[src/hw/rco_cfg.svh]
// offsets, field positions, reset values of the reference clock output
`ifndef RCO_CFG_SVH
`define RCO_CFG_SVH
`define RCO_ADR_W 8
`define RCO_CTRL_ADR 8'h00
`define RCO_SRC_ADR 8'h04
`define RCO_STAT_ADR 8'h08
`define RCO_EN_BIT 7
`define RCO_DUTY_HI 4
`define RCO_DUTY_LO 3
`define RCO_DIV_HI 2
`define RCO_DIV_LO 0
`define RCO_SRCSEL_HI 3
`define RCO_SRCSEL_LO 0
`define RCO_STAT_RUN_BIT 0
`define RCO_STAT_LVL_BIT 1
`define RCO_EN_RST 1'b0
`define RCO_DUTY_RST 2'h2
`define RCO_DUTY_ZERO 2'h0
`define RCO_DIV_RST 3'h0
`define RCO_DIV_BYPASS 3'h0
`define RCO_SRCSEL_RST 4'h0
`define RCO_SRC_COUNT 10
`define RCO_SRC_FIRST_RSVD 4'hA
`endif

[src/hw/rco_pkg.sv]
// types of the reference clock output
package rco_pkg;
  typedef logic [2:0] rco_div_t;
  typedef logic [1:0] rco_duty_t;
  typedef logic [3:0] rco_src_t;
  typedef logic [7:0] rco_cnt_t;
  typedef enum logic {RCO_IDLE, RCO_RUN} rco_gen_state_t;
endpackage

[src/hw/rco_gen_if.sv]
// settings and state passed between register file and generator
`timescale 1ns/1ps
interface rco_gen_if import rco_pkg::*; ();
  logic enable;
  rco_div_t divider;
  rco_duty_t duty;
  rco_src_t source;
  logic running;
  logic level;
  modport regs (output enable, output divider, output duty,
    output source, input running, input level);
  modport gen (input enable, input divider, input duty,
    output running, output level);
endinterface

[src/hw/rco_wb_regs.sv]
// wishbone classic register file of the reference clock output
`timescale 1ns/1ps
`include "rco_cfg.svh"
module rco_wb_regs import rco_pkg::*; (
  input wire logic clk_i,
  input wire logic rst_i,
  input wire logic wb_cyc_i,
  input wire logic wb_stb_i,
  input wire logic wb_we_i,
  input wire logic [`RCO_ADR_W-1:0] wb_adr_i,
  input wire logic [3:0] wb_sel_i,
  input wire logic [31:0] wb_dat_i,
  output logic [31:0] wb_dat_o,
  output logic wb_ack_o,
  rco_gen_if.regs gif
);
  // ************************************************
  // bus handshake
  // ************************************************
  logic req;
  logic wr;
  logic [31:0] next_rdata;

  assign req = wb_cyc_i && wb_stb_i;
  assign wr = req && wb_ack_o && wb_we_i && wb_sel_i[0];

  always_ff @(posedge clk_i) begin
    if (rst_i) begin
      wb_ack_o <= 1'b0;
    end else begin
      wb_ack_o <= req && !wb_ack_o;
    end
  end

  always_comb begin
    next_rdata = 32'h00000000;
    case (wb_adr_i)
      `RCO_CTRL_ADR: begin
        next_rdata[`RCO_EN_BIT] = gif.enable;
        next_rdata[`RCO_DUTY_HI:`RCO_DUTY_LO] = gif.duty;
        next_rdata[`RCO_DIV_HI:`RCO_DIV_LO] = gif.divider;
      end
      `RCO_SRC_ADR: begin
        next_rdata[`RCO_SRCSEL_HI:`RCO_SRCSEL_LO] = gif.source;
      end
      `RCO_STAT_ADR: begin
        next_rdata[`RCO_STAT_RUN_BIT] = gif.running;
        next_rdata[`RCO_STAT_LVL_BIT] = gif.level;
      end
      default: begin
        next_rdata = 32'h00000000;
      end
    endcase
  end

  always_ff @(posedge clk_i) begin
    if (rst_i) begin
      wb_dat_o <= 32'h00000000;
    end else if (req && !wb_ack_o) begin
      wb_dat_o <= next_rdata;
    end
  end

  // ************************************************
  // control and source select
  // ************************************************
  always_ff @(posedge clk_i) begin
    if (rst_i) begin
      gif.enable <= `RCO_EN_RST;
      gif.duty <= `RCO_DUTY_RST;
      gif.divider <= `RCO_DIV_RST;
    end else if (wr && wb_adr_i == `RCO_CTRL_ADR) begin
      gif.enable <= wb_dat_i[`RCO_EN_BIT];
      gif.duty <= wb_dat_i[`RCO_DUTY_HI:`RCO_DUTY_LO];
      gif.divider <= wb_dat_i[`RCO_DIV_HI:`RCO_DIV_LO];
    end
  end

  always_ff @(posedge clk_i) begin
    if (rst_i) begin
      gif.source <= `RCO_SRCSEL_RST;
    end else if (wr && wb_adr_i == `RCO_SRC_ADR) begin
      gif.source <= wb_dat_i[`RCO_SRCSEL_HI:`RCO_SRCSEL_LO];
    end
  end
endmodule

[src/hw/rco_divider.sv]
// divider and duty shaper driven by edges of the chosen source
`timescale 1ns/1ps
`include "rco_cfg.svh"
module rco_divider import rco_pkg::*; (
  input wire logic clk_i,
  input wire logic rst_i,
  input wire logic src_level_i,
  input wire logic src_rise_i,
  input wire logic src_edge_i,
  output logic out_o,
  rco_gen_if.gen gif
);
  // ************************************************
  // phase counter in half source periods
  // ************************************************
  rco_gen_state_t state;
  rco_cnt_t cnt;
  rco_cnt_t mask;
  rco_cnt_t th;

  assign mask = rco_cnt_t'((9'h002 << gif.divider) - 9'h001);
  assign th = rco_cnt_t'(({7'h00, gif.duty} << gif.divider) >> 1);
  assign gif.running = (state == RCO_RUN);
  assign gif.level = out_o;

  always_ff @(posedge clk_i) begin
    if (rst_i) begin
      state <= RCO_IDLE;
    end else begin
      case (state)
        RCO_IDLE: begin
          if (gif.enable && src_rise_i) begin
            state <= RCO_RUN;
          end
        end
        RCO_RUN: begin
          if (!gif.enable) begin
            state <= RCO_IDLE;
          end
        end
        default: begin
          state <= RCO_IDLE;
        end
      endcase
    end
  end

  always_ff @(posedge clk_i) begin
    if (rst_i || state != RCO_RUN) begin
      cnt <= 8'h00;
    end else if (src_edge_i) begin
      cnt <= (cnt + 8'h01) & mask;
    end
  end

  // ************************************************
  // output shaping
  // ************************************************
  always_ff @(posedge clk_i) begin
    if (rst_i) begin
      out_o <= 1'b0;
    end else if (!gif.enable) begin
      out_o <= 1'b0;
    end else if (gif.divider == `RCO_DIV_BYPASS) begin
      out_o <= src_level_i && (state == RCO_RUN || src_rise_i);
    end else if (state != RCO_RUN) begin
      out_o <= 1'b0;
    end else begin
      out_o <= (cnt < th);
    end
  end
endmodule

[src/hw/rco_top.sv]
// reference clock output: source select, divider, duty, register bus
// ************************************************
// ************************************************
//
// Implementation choices: register access over Wishbone and the placing of the registers.
`timescale 1ns/1ps
`include "rco_cfg.svh"
module rco_top import rco_pkg::*; #(
  parameter int NUM_SRC = `RCO_SRC_COUNT
) (
  input wire logic clk_i,
  input wire logic rst_i,
  input wire logic wb_cyc_i,
  input wire logic wb_stb_i,
  input wire logic wb_we_i,
  input wire logic [`RCO_ADR_W-1:0] wb_adr_i,
  input wire logic [3:0] wb_sel_i,
  input wire logic [31:0] wb_dat_i,
  output logic [31:0] wb_dat_o,
  output logic wb_ack_o,
  input wire logic sys_clk_i,
  input wire logic fast_internal_osc_i,
  input wire logic slow_internal_osc_i,
  input wire logic medium_internal_osc_i,
  input wire logic secondary_osc_i,
  input wire logic numeric_osc_output_i,
  input wire logic logic_cell_one_output_i,
  input wire logic logic_cell_two_output_i,
  input wire logic logic_cell_three_output_i,
  input wire logic logic_cell_four_output_i,
  output logic refout_pin_o,
  output logic signal_modulator_clk_o
);
  // ************************************************
  // decoding helpers
  // ************************************************
  function automatic logic src_reserved(input rco_src_t s);
    src_reserved = (s >= `RCO_SRC_FIRST_RSVD);
  endfunction

  function automatic logic src_pick(input logic [NUM_SRC-1:0] v,
    input rco_src_t s);
    logic r;
    r = 1'b0;
    if (!src_reserved(s) && int'(s) < NUM_SRC) begin
      r = v[s];
    end
    src_pick = r;
  endfunction

  // ************************************************
  // settings shared by registers and generator
  // ************************************************
  rco_gen_if gif ();

  rco_wb_regs u_regs (
    .clk_i(clk_i),
    .rst_i(rst_i),
    .wb_cyc_i(wb_cyc_i),
    .wb_stb_i(wb_stb_i),
    .wb_we_i(wb_we_i),
    .wb_adr_i(wb_adr_i),
    .wb_sel_i(wb_sel_i),
    .wb_dat_i(wb_dat_i),
    .wb_dat_o(wb_dat_o),
    .wb_ack_o(wb_ack_o),
    .gif(gif)
  );

  // ************************************************
  // source collection and synchronisers
  // ************************************************
  logic [NUM_SRC-1:0] src_raw;
  logic [NUM_SRC-1:0] sync1;
  logic [NUM_SRC-1:0] sync2;
  logic [9:0] src_pins;

  assign src_pins = {logic_cell_four_output_i, logic_cell_three_output_i,
    logic_cell_two_output_i, logic_cell_one_output_i,
    numeric_osc_output_i, secondary_osc_i, medium_internal_osc_i,
    slow_internal_osc_i, fast_internal_osc_i, sys_clk_i};

  genvar gi;
  generate
    for (gi = 0; gi < NUM_SRC; gi = gi + 1) begin : g_src
      if (gi < 10) begin : g_pin
        assign src_raw[gi] = src_pins[gi];
      end else begin : g_none
        assign src_raw[gi] = 1'b0;
      end
      // no low-power gating anywhere on the source path
      always_ff @(posedge clk_i) begin
        if (rst_i) begin
          sync1[gi] <= 1'b0;
          sync2[gi] <= 1'b0;
        end else begin
          sync1[gi] <= src_raw[gi];
          sync2[gi] <= sync1[gi];
        end
      end
    end
  endgenerate

  // ************************************************
  // selected source and its edges
  // ************************************************
  logic sel_level;
  logic sel_q;
  logic sel_rise;
  logic sel_edge;

  assign sel_level = src_pick(sync2, gif.source);

  always_ff @(posedge clk_i) begin
    if (rst_i) begin
      sel_q <= 1'b0;
    end else begin
      sel_q <= sel_level;
    end
  end

  assign sel_rise = sel_level && !sel_q;
  assign sel_edge = sel_level ^ sel_q;

  // ************************************************
  // generator
  // ************************************************
  logic gen_out;

  rco_divider u_div (
    .clk_i(clk_i),
    .rst_i(rst_i),
    .src_level_i(sel_level),
    .src_rise_i(sel_rise),
    .src_edge_i(sel_edge),
    .out_o(gen_out),
    .gif(gif)
  );

  // one flop feeds both the pin and the modulator tap
  assign refout_pin_o = gen_out;
  assign signal_modulator_clk_o = gen_out;
endmodule

[config.mk]
export PLATFORM = sky130hd
export DESIGN_NAME = rco_top
export DESIGN_NICKNAME = d
export VERILOG_FILES = /design/src/hw/rco_pkg.sv /design/src/hw/rco_gen_if.sv /design/src/hw/rco_wb_regs.sv /design/src/hw/rco_divider.sv /design/src/hw/rco_top.sv
export VERILOG_INCLUDE_DIRS = /design/src /design/src/hw
export SDC_FILE = /design/constraint.sdc
export NUM_CORES = 1
export LEC_CHECK = 0
export ABC_AREA = 1
export ABC_CLOCK_PERIOD_IN_PS = 5600
export BUFFER_PORTS_ARGS = -buffer_cell sky130_fd_sc_hd__buf_2
export CAP_MARGIN = 20
export CORE_MARGIN = 1.5
export CORE_UTILIZATION = 35
export DETAILED_ROUTE_END_ITERATION = 10
export PLACE_DENSITY = 0.6
export SYNTH_ARGS = -nofsm -noshare
export SYNTH_HDL_FRONTEND = slang
export SYNTH_SLANG_ARGS = --single-unit
[constraint.sdc]
create_clock -name clk_i -period 5.6 [get_ports clk_i]
set_input_delay 0.28 -clock clk_i [delete_from_list [all_inputs] [get_ports clk_i]]
set_output_delay 0.28 -clock clk_i [all_outputs]
set_load 0.02 [all_outputs]
## Word level (Yosys, flattened, before mapping)

Cells that the tools add are included.

- $add $sub $neg: 2
- Multipliers: 0
- Divide/modulo/power cells: 0
- $lt $le $gt $ge: 4
- Equality and inequality tests: 2
- Shifts and indexed selects: 2
- Muxes and demuxes: 12
- Bitwise operators: 4
- Reduce and logical (&&, ||, !) cells: 19

Operators with widths:

| operator | count |
|---|---|
| 1-bit logical AND | 11 |
| 2-bit by 3-bit << shifter with 9-bit output | 1 |
| 8-bit by 1-bit adder with 8-bit output (second input constant) | 1 |
| 8-bit AND | 1 |
| 8-bit by 3-bit equality test with 1-bit output (second input constant) | 1 |
| 8-bit by 4-bit equality test with 1-bit output (second input constant) | 1 |
| 8-bit zero test | 1 |
| 8-bit < comparator | 1 |
| 1-bit 2-to-1 mux | 8 |
| 2-bit by 3-bit << shifter with 8-bit output (first input constant) | 1 |
| 8-bit by 1-bit subtractor with 8-bit output (second input constant) | 1 |
| 2-bit case mux with 3 select lines | 1 |
| 4-bit by 5-bit < comparator with 1-bit output (second input constant) | 1 |
| 1-bit binary-select mux with 4-bit select | 1 |
| 4-bit greater-or-equal comparator (second input constant) | 1 |
| 4-bit < comparator (second input constant) | 1 |
| 2-bit case mux with 2 select lines | 1 |
| 1-bit zero test | 3 |
| 3-bit zero test | 1 |
| 1-bit logical OR | 2 |
| 1-bit NOT | 2 |
| 1-bit case mux with 2 select lines | 1 |
| 2-bit OR reduction | 1 |
| 1-bit XOR | 1 |

- Bits in registers: 48
- Latch bits: 0
- Memory bits (writable): 0
- ROM bits: 0
- Input bits: 59
- Output and inout bits: 35
- Word-level logic and storage cells: 75
- Memories kept: 0

## Depth between registers and ports, before layout

Gate-level depths: netlist of run 1.

- Depth after elaboration: 8
- Depth in mapped cells: 14
- Depth with buffers taken out: 14

## Cells and area by module

From an unflattened synthesis of run 1, not the netlist that was laid out.

- Cells, all modules: 357
- Area total of the unflattened synthesis: 2553.7 µm²

Modules (own cells, without submodules):

| module | times used | cells an instance | area an instance (µm²) |
|---|---|---|---|
| rco_wb_regs | 1 | 137 | 1004.7 |
| rco_divider | 1 | 121 | 799.5 |
| rco_top | 1 | 99 | 749.5 |

## Worst setup path after synthesis of run 1

No wires, ideal clock.

- Path type: reg-to-reg
- Start: reg u_regs.gif.source[0]
- End: reg u_div.cnt[7]
- Library setup time: 0.116 ns
- Data arrival time: 1.989 ns
- Required time: 5.484 ns
- Setup slack: 3.495 ns
- Stages on the path, launching flop included: 14
- Buffers on the path: 0
- Period minus slack after synthesis: 2.105 ns
- Cells stage by stage: dfxtp_1 inv_2 or2_1 nand2_1 nand3_1 nand3_1 nand2_1 ha_1 nor3_2 nand2_1 nor3_2 nand2_1 o21ai_0 nor2_1

- Cells in the longest elaborated chain, start to end: 5

RTL lines:

| item | RTL line | RTL |
|---|---|---|
| from (decl) | rco_gen_if.sv:11 | `output source, input running, input level);` |
| from (signal assigned) | rco_wb_regs.sv:81 | `` gif.source <= `RCO_SRCSEL_RST; `` |
| from (signal assigned) | rco_wb_regs.sv:83 | `` gif.source <= wb_dat_i[`RCO_SRCSEL_HI:`RCO_SRCSEL_LO]; `` |
| 4-bit greater-or-equal comparator (no line) | -- |  |
| 1-bit zero test | rco_top.sv:45 | `if (!src_reserved(s) && int'(s) < NUM_SRC) begin` |
| 1-bit logical AND | rco_top.sv:45 |  |
| 1-bit 2-to-1 mux * | rco_top.sv:45 |  |
| net sel_level | rco_top.sv:107 | `logic sel_level;` |
| 1-bit XOR * | rco_top.sv:123 | `assign sel_edge = sel_level ^ sel_q;` |
| to (signal assigned) | rco_divider.sv:52 | `cnt <= (cnt + 8'h01) & mask;` |
| to (decl) | rco_divider.sv:17 | `rco_cnt_t cnt;` |

The timed path passes the listed nets; every way through them passes the cells marked *. The select of a mux whose other input is x is not followed.
A chain may end at the register's enable or synchronous reset.

## Worst setup path after layout of run 1

Ends and elaborated chain as after synthesis.

==> summary.md, run 1 <==
| Metric | Value |
|---|---|
| Critical path data arrival time | 2.63 ns |
| Async SR Flop Fraction | 0 |
| CTS buffer count | 5 |
| Worst vdd ir | 0.130 mV |
| WP buf/inv | 1 |
| RSZ-0062 raised after global routing | no |
| GRT Util Overall | 0.133 |
| Final setup fails | 0 |
| Via count | 2042 |
| Average wire per standard cell | 9.98 µm |
| Initial antenna violation count | 0 |
| Setup Fix Bufs, Post-CTS | 0 |
| Vias per cell | 4.45 |
| Final period util | 0.433 |
| Yosys reg bits | 48 |
| Grt total ovfl | 0 |
| Core ar. | 6760 µm² |
| Setup tns final | 0 ns |
| Fin. Hold Viols | 0 |
| Pleak | 1.28 nW |
| Tmin final | 2.42 ns |
| Routed Antenna Nets | 0 |
| Critical Path Source Type | register |
| Outcome | completed |
| Crit end category | register |
| TritonCTS clock tree | done |
| Data required, critical path | 5.80 ns |
| Hpwl dp | 3590 µm |
| Total wire length | 4580 µm |
| Htree depth | 2 |
| First DRT Iteration DRCs | 53 |
| Crit path kind | reg2reg |
| Mapped cell area | 2430 µm² |
| Clock buffer depth | 2 |
| Worst-path clk slew | 0.09 ns |
| Slew margin rel. | 0.496 |
| First-pass GRT wire length | 7940 µm |
| Cell family with most CP delay | simple AND/OR/NAND/NOR gates |
| Worst-Skew Late Latency | 0.30 ns |
| PD cells | 261 nW/µm² |
| Root buf cell | clkbuf_8 |
| Library cells used by synthesis | 32 |
| Number of synthesized flops with an enable pin | 0 |
| Die H | 86.3 µm |
| Dominant synthesized flop cell | dfxtp_1 |
| Synthesized instance count | 341 |
| Syn. warnings | 0 |
| Crit path max fanout | 7 |
| Pre-CTS setup slack | 3.17 ns |
| Fin Clk Skew | 0.00344 ns |
| Initial Util | 0.359 |
| Number of max-cap violations | 0 |
| DRC violations left | 0 |
| Vias in the first global route | 1849 |
| CP Cell Sequence | inv_2 -> or2_1 -> nand2_1 -> nand3_1 -> nand3_1 -> nand2_1 -> ha_1 -> nor3_2 -> nand2_1 -> nor3_2 -> nand2_1 -> o21ai_0 -> nor2_1 |
| Hold_buf cts | 0 |
| Hold Path Class | in2reg |
| Sink Count | 48 |
| Die width | 86.3 µm |
| Placer congestion estimate | 0.847 |
| Slew Limit Fails | 0 |
| Crit-path slowest cell | dfxtp_1 |
| Full die area | 7440 µm² |
| Synth-to-layout area growth | 12.1% |
| Post-CTS sizing | 0 |
| Core Rows | 30 |
| ANT cells | 0 |
| I/O pins | 94 |
| Pin count of the biggest net entering global routing | 27 |
| Post-route setup slack | 3.18 ns |
| Share of layout cells above drive strength 1 | 0.153 |
| Mapped Avg Cell Area | 7.12 µm² |
| Max Freq | 412 MHz |
| Worst path most repeated cell | nand2_1 |
| Actual slew at the worst max-slew pin | 0.753 ns |
| Seq/Total Area, Yosys | 0.396 |
| Total Nets Final | 447 |
| Port bufs | 38 |
| Detailed Routing Iterations Pass 1 | 4 |
| CP max stage delay | 0.46 ns |
-- cells in the mapped netlist (3+ instances only) --
master	count	area, µm²
nand2_1	64	240
inv_1	50	188
dfxtp_1	48	961
nor2_1	45	169
buf_4	27	203
a21oi_1	19	95.1
nand3_1	19	95.1
o21ai_0	19	95.1
ha_1	10	125
o21ai_1	5	25.0
clkbuf_1	4	15.0
nor3_1	4	20.0
nor2_2	3	18.8
-- cell families (layout without fill, tap and decap cells) --
logic type      Yosys count  after routing  synth area share
compound gates           49             49             0.107
fa+ha+maj                10             10            0.0515
simple gates            146            146             0.264
other cells               1             26           0.00154
flops                    48             48             0.396
buf+inv                  86             99             0.176
xor+xnor                  1              1           0.00361
-- sequential cells by signal (all words and copies together) (netlist names), 2 cells and up --
name and count:
sync1 10, sync2 10, u_div.cnt 8, u_regs.gif.divider 3
u_regs.gif.duty 2, u_regs.gif.source 4, u_regs.wb_dat_o 6
-- placed cells by master, fill, tap and decap left out --
master     netlist  final
nor3_1           4      4
a21oi_1         19     19
or2_0            1      1
conb_1           1     26
inv_6            0      1
a221oi_1         1      1
o21ai_0         19     19
bufinv_16        0      2
nor2_1          45     45
dfxtp_1         48     48
o211ai_1         2      2
ha_1            10     10
nand2_4          1      1
a22oi_1          1      1
or2_1            1      1
nor2_2           3      3
nor3b_1          2      2
nor3_2           2      2
buf_2            2     38
a31oi_1          1      1
clkbuf_8         0      5
nand3_2          1      1
nand2_1         64     64
xor2_1           1      1
nand4_1          1      1
o21ai_1          5      5
inv_1           50     50
inv_2            2      2
clkinv_2         1      1
a211oi_1         1      1
nand2_2          1      1
nand3_1         19     19
nor3_4           1      1
-- report_power, final --
group	internal (mW)	switching, mW	total [mW]
combinational	0.0159	0.0387	0.0547
sequential	0.350	0.00246	0.352
clock	0.180	0.123	0.303
total	0.546	0.165	0.710
-- metal layers --
layer  GRT usage  vias up  share of wire
met1       0.168      896           0.48
met5           0        -              0
met4      0.0440        0          0.012
met3      0.0362        7          0.044
met2       0.219       51           0.47
li1            -     1088              -
-- final timing paths --
check                       start  depth (start not counted)  slack, ns      endpoint
max          u_regs.gif.source[0]                         13       3.18  u_div.cnt[7]
min                     sys_clk_i                          3       0.17      sync1[0]
max reg2reg  u_regs.gif.source[0]                         13       3.18  u_div.cnt[7]
min reg2reg              sync1[3]                          2       0.41      sync2[3]
-- worst min-delay path: stages --
cell and delay [ns]:
buf_2 0.09, inv_1 0.04, nor2_1 0.03
-- area by class of cell --
| cell class | instances | area, µm² |
|---|---|---|
| clock inverters | 3 | 68.8 |
| well taps | 80 | 100 |
| clock buffers | 5 | 68.8 |
| multi-input cells | 232 | 1130 |
| repair buffers | 38 | 190 |
| fillers | 717 | 4040 |
| inverters | 53 | 200 |
| flip-flops and latches | 48 | 961 |
-- through the flow --
stage / total power, mW / cell area (µm²) / hold slack [ns] / instances / util
after floorplan: 0.412 / 2520 / 0.387 / 366 / -
after global placement: 0.415 / 2580 / 0.393 / 451 / 0.382
after detailed placement: 0.416 / 2580 / 0.396 / 451 / 0.382
after CTS: 0.719 / 2720 / 0.159 / 459 / 0.403
after global routing: 0.742 / 2720 / 0.160 / 459 / 0.403
final: 0.710 / 2720 / 0.172 / 459 / 0.403
Power figures use the tool's default switching activity.
==> run 2, diff against run 1 <==
Settings changed: ABC_CLOCK_PERIOD_IN_PS 5600 to 2400.
Clock period 5.6 ns to 2.4 ns, I/O delays scaled along.
==> run 2 against run 1 <==
Clock-buffer cell count unchanged. Via count decreased by 0.98%. Clock power increased by 130%. Flip-flop and latch count unchanged. Register-to-register slack got worse by 2.9 ns. Worst setup slack got worse by 2.9 ns. Critical path depth increased by 1. Maximum frequency increased by 12%. Routed wire length increased by 1.6%. Core utilization increased by 0.50 points. Critical path type unchanged. Largest cell class unchanged.
==> summary.md, run 2 (synthesis results as in run 1) <==
| Metric | Value |
|---|---|
| Outcome | completed |
| Post-route setup slack | 0.236 ns (-2.94 ns) |
| Largest regs | sync1: 10 flops, sync2: 10 flops, u_div.cnt: 8 flops |
| CP max stage delay | 0.33 ns (-0.13 ns) |
| Worst hold path cell count | 3 (unchanged) |
| Slew Limit Fails | 0 (unchanged) |
| Hpwl dp | 3590 µm (about the same) |
| DP Area | 2600 µm² (+0.58%) |
| Clock buffer depth | 2 (unchanged) |
| Crit-path slowest cell | dfxtp_1 |
| Tmin final | 2.16 ns (-0.261 ns) |
| Die H | 86.3 µm (unchanged) |
| Pleak | 1.31 nW (+2.0%) |
| ANT cells | 0 (unchanged) |
| Vias in the first global route | 1821 (-1.5%) |
| Full die area | 7440 µm² (unchanged) |
| Fin. Hold Viols | 0 (unchanged) |
| Post-route cell area | 2760 µm² (+1.2%) |
| Htree depth | 2 (unchanged) |
| Number of max-cap violations | 0 (unchanged) |
| GRT Util Overall | 0.134 (+0.000886) |
| I/O pins | 94 (unchanged) |
| Crit end category | register |
| PD cells | 603 nW/µm² (+130%) |
| CTS buffer count | 5 (unchanged) |
| Commonest non-fill, non-tap cell in the layout | nand2_1 |
| RSZ-0062 raised after global routing | no |
| Crit path kind | reg2reg |
| Pin count of the biggest net entering global routing | 27 (unchanged) |
| Final setup fails | 0 (unchanged) |
| Share of layout cells above drive strength 1 | 0.160 (+0.00707) |
| Initial antenna violation count | 0 (unchanged) |
| Placer congestion estimate | 0.849 (+0.19%) |
| Critical Path Source Type | register |
| Setup Fix Bufs, Post-CTS | 0 (unchanged) |
| CP Cell Sequence | buf_4 -> nor2_1 -> nor2_1 -> o21ai_0 -> nand3_1 -> nand3_1 -> nand2_1 -> ha_4 -> nor3_4 -> nand2_1 -> nor3_2 -> nand2_1 -> o21ai_0 -> nor2_1 |
| Final period util | 0.902 (+0.469) |
| Total wire length | 4650 µm (+1.6%) |
| Core Rows | 30 (unchanged) |
| Util after Layout | 0.408 (+0.00500) |
| Detailed Routing Iterations Pass 1 | 4 (unchanged) |
| Total Nets Final | 449 (+0.45%) |
| Grt total ovfl | 0 (unchanged) |
| Routed Antenna Nets | 0 (unchanged) |
| Crit path max fanout | 6 (-1) |
| Commonest cells after routing, fill and taps aside | 64 x nand2_1, 50 x inv_1, 48 x dfxtp_1 |
| Die width | 86.3 µm (unchanged) |
| Reg2Reg Depth | 14 (+1) |
| TritonCTS clock tree | done |
| WP buf/inv | 1 (unchanged) |
| Core ar. | 6760 µm² (unchanged) |
| Cell family with most CP delay | simple AND/OR/NAND/NOR gates |
| First-pass GRT wire length | 7990 µm (+0.69%) |
| Setup tns final | 0 ns (unchanged) |
| Synth-to-layout area growth | 13.5% |
| Average wire per standard cell | 10.1 µm (+1.1%) |
| Pre-CTS setup slack | 0.0926 ns (-3.08 ns) |
| Sink Count | 48 (unchanged) |
| Actual slew at the worst max-slew pin | 0.724 ns (-0.0290 ns) |
| Vias per cell | 4.39 (-1.4%) |
| DRC violations left | 0 (unchanged) |
| Critical path data arrival time | 2.37 ns (-0.26 ns) |
| Root buf cell | clkbuf_8 |
| Critical path depth | 14 (+1) |
| Fin Clk Skew | 0.00643 ns (+0.00299 ns) |
| Initial Util | 0.359 (unchanged) |
| Hold Path Class | in2reg |
| Worst vdd ir | 0.335 mV (+160%) |
| Worst-Skew Late Latency | 0.30 ns (about the same) |
| Worst-path clk slew | 0.10 ns (about the same) |
| Max Freq | 462 MHz (+12%) |
| Slew margin rel. | 0.515 (+0.0194) |
| Via count | 2022 (-0.98%) |
| First DRT Iteration DRCs | 74 (+40%) |
| Tot Pwr | 1.66 mW (+130%) |
| Data required, critical path | 2.61 ns (-3.19 ns) |
| Port bufs | 38 (unchanged) |
-- run 2: metrics by stage --
| step | instances | hold slack [ns] |
|---|---|---|
| 6_report | 461 | 0.00887 |
| 3_3_place_gp | 453 | 0.318 |
| 4_1_cts | 461 | 0.00114 |
| 2_1_floorplan | 366 | 0.227 |
| 5_1_grt | 461 | 0.00509 |
| 3_5_place_dp | 453 | 0.326 |
-- run 2: final timing paths --
kind | slack (ns) | to | startpoint
setup / recovery | 0.24 | u_div.cnt[7] | u_regs.gif.source[0]
hold / removal | 0.009 | sync1[6] | logic_cell_one_output_i
setup reg to reg | 0.24 | u_div.cnt[7] | u_regs.gif.source[0]
hold reg to reg | 0.40 | sync2[3] | sync1[3]
-- run 2: timing repair --
action | CTS | global route
resized for setup | 0 | 3
hold buffers | 0 | 0
setup endpoints to repair | 0 | 3
-- run 2: layout make-up --
| type | instances | area (µm²) |
|---|---|---|
| clock buffer | 5 | 68.8 |
| timing repair buffer | 40 | 205 |
| fill | 725 | 4000 |
| clock inverter | 3 | 68.8 |
| inverter | 53 | 200 |
| sequential | 48 | 961 |
| multi-input combinational | 232 | 1150 |
| tap | 80 | 100 |
-- run 2: per-layer routing --
layer | track usage | vias up | part of all wire
li1 | - | 1089 | -
met1 | 0.169 | 882 | 0.46
met4 | 0.0381 | 0 | 0.0086
met5 | 0 | - | 0
met2 | 0.223 | 46 | 0.48
met3 | 0.0362 | 5 | 0.047
-- run 2: worst min-delay path, stage by stage --
cell	delay [ns]
buf_2	0.07
inv_1	0.03
nor2_1	0.06
-- run 2: power by group --
group          switching [mW]  leakage [nW]  internal [mW]  total, mW
clock                   0.288        0.0687          0.419      0.707
combinational          0.0915         0.845         0.0403      0.132
sequential            0.00599         0.392          0.817      0.823
==> run 3, diff against run 2 <==
Settings changed: CORE_ASPECT_RATIO from default to 0.6, SKIP_LAST_GASP from default to 1, SLEW_MARGIN from default to 20.
==> run 3 against run 2 <==
Routed wire length increased by 11%. Highest routed layer unchanged. Clock skew about the same. Non-clock buffer count increased by 3. Worst setup slack improved by 0.0040 ns. Largest power group unchanged. Clock power increased by 14%. Core utilization increased by 1.6 points.
==> summary.md, run 3 (synthesis results as in run 1) <==
| Metric | Value |
|---|---|
| Final period util | 0.900 (-0.00168) |
| CP max stage delay | 0.33 ns (about the same) |
| Pleak | 1.33 nW (+2.1%) |
| Slew margin rel. | 0.475 (-0.0408) |
| GRT Util Overall | 0.146 (+0.0124) |
| Critical path data arrival time | 2.35 ns (-0.02 ns) |
| Routed Antenna Nets | 0 (unchanged) |
| Outcome | completed |
| TritonCTS clock tree | done |
| I/O pins | 94 (unchanged) |
| ANT cells | 0 (unchanged) |
| First DRT Iteration DRCs | 133 (+80%) |
| Placer congestion estimate | 0.917 (+8.0%) |
| Total wire length | 5170 µm (+11%) |
| Commonest cells after routing, fill and taps aside | 63 x nand2_1, 50 x inv_1, 47 x dfxtp_1 |
| Slew Limit Fails | 0 (unchanged) |
| Fin. Hold Viols | 0 (unchanged) |
| Grt total ovfl | 0 (unchanged) |
| Worst-Skew Late Latency | 0.29 ns (about the same) |
| CTS buffer count | 5 (unchanged) |
| Synth-to-layout area growth | 16.5% |
| Htree depth | 2 (unchanged) |
| Core Rows | 23 (-23%) |
| Non-Filler Instances | 471 (+2.2%) |
| Critical Path Source Type | register |
| Crit end category | register |
| Die H | 67.5 µm (-22%) |
| Number of max-cap violations | 0 (unchanged) |
| Cell family with most CP delay | simple AND/OR/NAND/NOR gates |
| Commonest non-fill, non-tap cell in the layout | nand2_1 |
| Worst path most repeated cell | nor2_1 |
| Vias per cell | 4.54 (+3.4%) |
| WP buf/inv | 1 (unchanged) |
| CP Cell Sequence | buf_4 -> nor2_1 -> nor2_1 -> o21ai_0 -> nand3_1 -> nand3_1 -> nand2_1 -> ha_4 -> nor3_4 -> nand2_2 -> nor3_2 -> nand2_1 -> o21ai_1 -> nor2_1 |
| Tmin final | 2.16 ns (-0.00403 ns) |
| Average wire per standard cell | 11.0 µm (+8.7%) |
| Crit path max fanout | 5 (-1) |
| Detailed Routing Iterations Pass 1 | 5 (+1) |
| Via count | 2137 (+5.7%) |
| Root buf cell | clkbuf_16 |
| Setup Fix Bufs, Post-CTS | 0 (unchanged) |
| Setup tns final | 0 ns (unchanged) |
| Die width | 111 µm (+28%) |
| Initial Util | 0.364 (+0.00431) |
| Largest regs | sync1: 10 flops, sync2: 10 flops, u_div.cnt: 8 flops |
| PD cells | 624 nW/µm² (+3.5%) |
| Max Freq | 463 MHz (+0.19%) |
| Final setup fails | 0 (unchanged) |
| Fin Clk Skew | 0.00602 ns (-0.000410 ns) |
| Hold Path Class | in2reg |
| Core ar. | 6680 µm² (-1.2%) |
| Clock buffer depth | 2 (unchanged) |
| RSZ-0062 raised after global routing | no |
| Vias in the first global route | 1783 (-2.1%) |
| Full die area | 7460 µm² (+0.22%) |
| Worst vdd ir | 0.330 mV (-1.7%) |
| Crit-path slowest cell | dfxtp_2 |
| Sink Count | 48 (unchanged) |
| DRC violations left | 0 (unchanged) |
| Actual slew at the worst max-slew pin | 0.785 ns (+0.0610 ns) |
| Worst-path clk slew | 0.07 ns (-0.03 ns) |
| Total Nets Final | 452 (+0.67%) |
| First-pass GRT wire length | 8480 µm (+6.1%) |
| Pin count of the biggest net entering global routing | 27 (unchanged) |
| Crit path kind | reg2reg |
| Share of layout cells above drive strength 1 | 0.174 (+0.0144) |
| Hold_buf cts | 0 (unchanged) |
| Port bufs | 38 (unchanged) |
| Data required, critical path | 2.59 ns (-0.02 ns) |
| Hpwl dp | 4000 µm (+12%) |
| Initial antenna violation count | 0 (unchanged) |
| Dpl cells | 463 (+2.2%) |
-- run 3: metrics by stage --
| stage | area, µm² | hold WS, ns | setup slack [ns] | utilization | total power, mW |
|---|---|---|---|---|---|
| final | 2830 | 0.0264 | 0.240 | 0.424 | 1.77 |
| after floorplan | 2520 | 0.227 | 0.295 | - | 0.962 |
| after global routing | 2830 | 0.0323 | 0.00961 | 0.424 | 1.83 |
| after global placement | 2630 | 0.325 | 0.0379 | 0.394 | 0.974 |
| after detailed placement | 2630 | 0.326 | 0.0285 | 0.394 | 0.975 |
| after CTS | 2800 | 0.0299 | 0.0128 | 0.420 | 1.78 |
-- run 3: worst min-delay path: stages --
cell and delay (ns):
buf_2 0.07, nand2_1 0.04, nand3_1 0.05
-- run 3: routing by layer --
metal	up-vias	track usage	wire, µm
met3	5	0.0377	404
met2	79	0.198	1800
met5	-	0	0
met1	948	0.219	2890
met4	0	0.0497	65
li1	1105	-	-
-- run 3: repair_timing --
| action | CTS | global route |
|---|---|---|
| setup endpoints to repair | 0 | 3 |
| hold endpoints to repair | 0 | 0 |
| resized for setup | 0 | 7 |
-- run 3: area by class of cell --
type                            instances  area, µm²
Tap cell                               87        109
Sequential cell                        48        962
Fill cell                             718       3850
Timing Repair Buffer                   43        228
Clock buffer                            5        125
Multi-Input combinational cell        232       1160
Inverter                               53        200
Clock inverter                          3       46.3
-- run 3: where the power goes --
| group | switching, mW | total (mW) | internal [mW] |
|---|---|---|---|
| Combinational | 0.0941 | 0.136 | 0.0423 |
| Sequential | 0.00654 | 0.824 | 0.817 |
| Clock | 0.310 | 0.806 | 0.495 |
-- run 3: final timing paths --
path | from | endpoint | slack, ns | cells after the start
worst max-delay path | u_regs.gif.source[0] | u_div.cnt[7] | 0.24 | 14
worst min-delay path | wb_dat_i[4] | u_regs.gif.duty[1] | 0.03 | 3
worst max register to register | u_regs.gif.source[0] | u_div.cnt[7] | 0.24 | 14
worst min register to register | sync1[0] | sync2[0] | 0.40 | 2
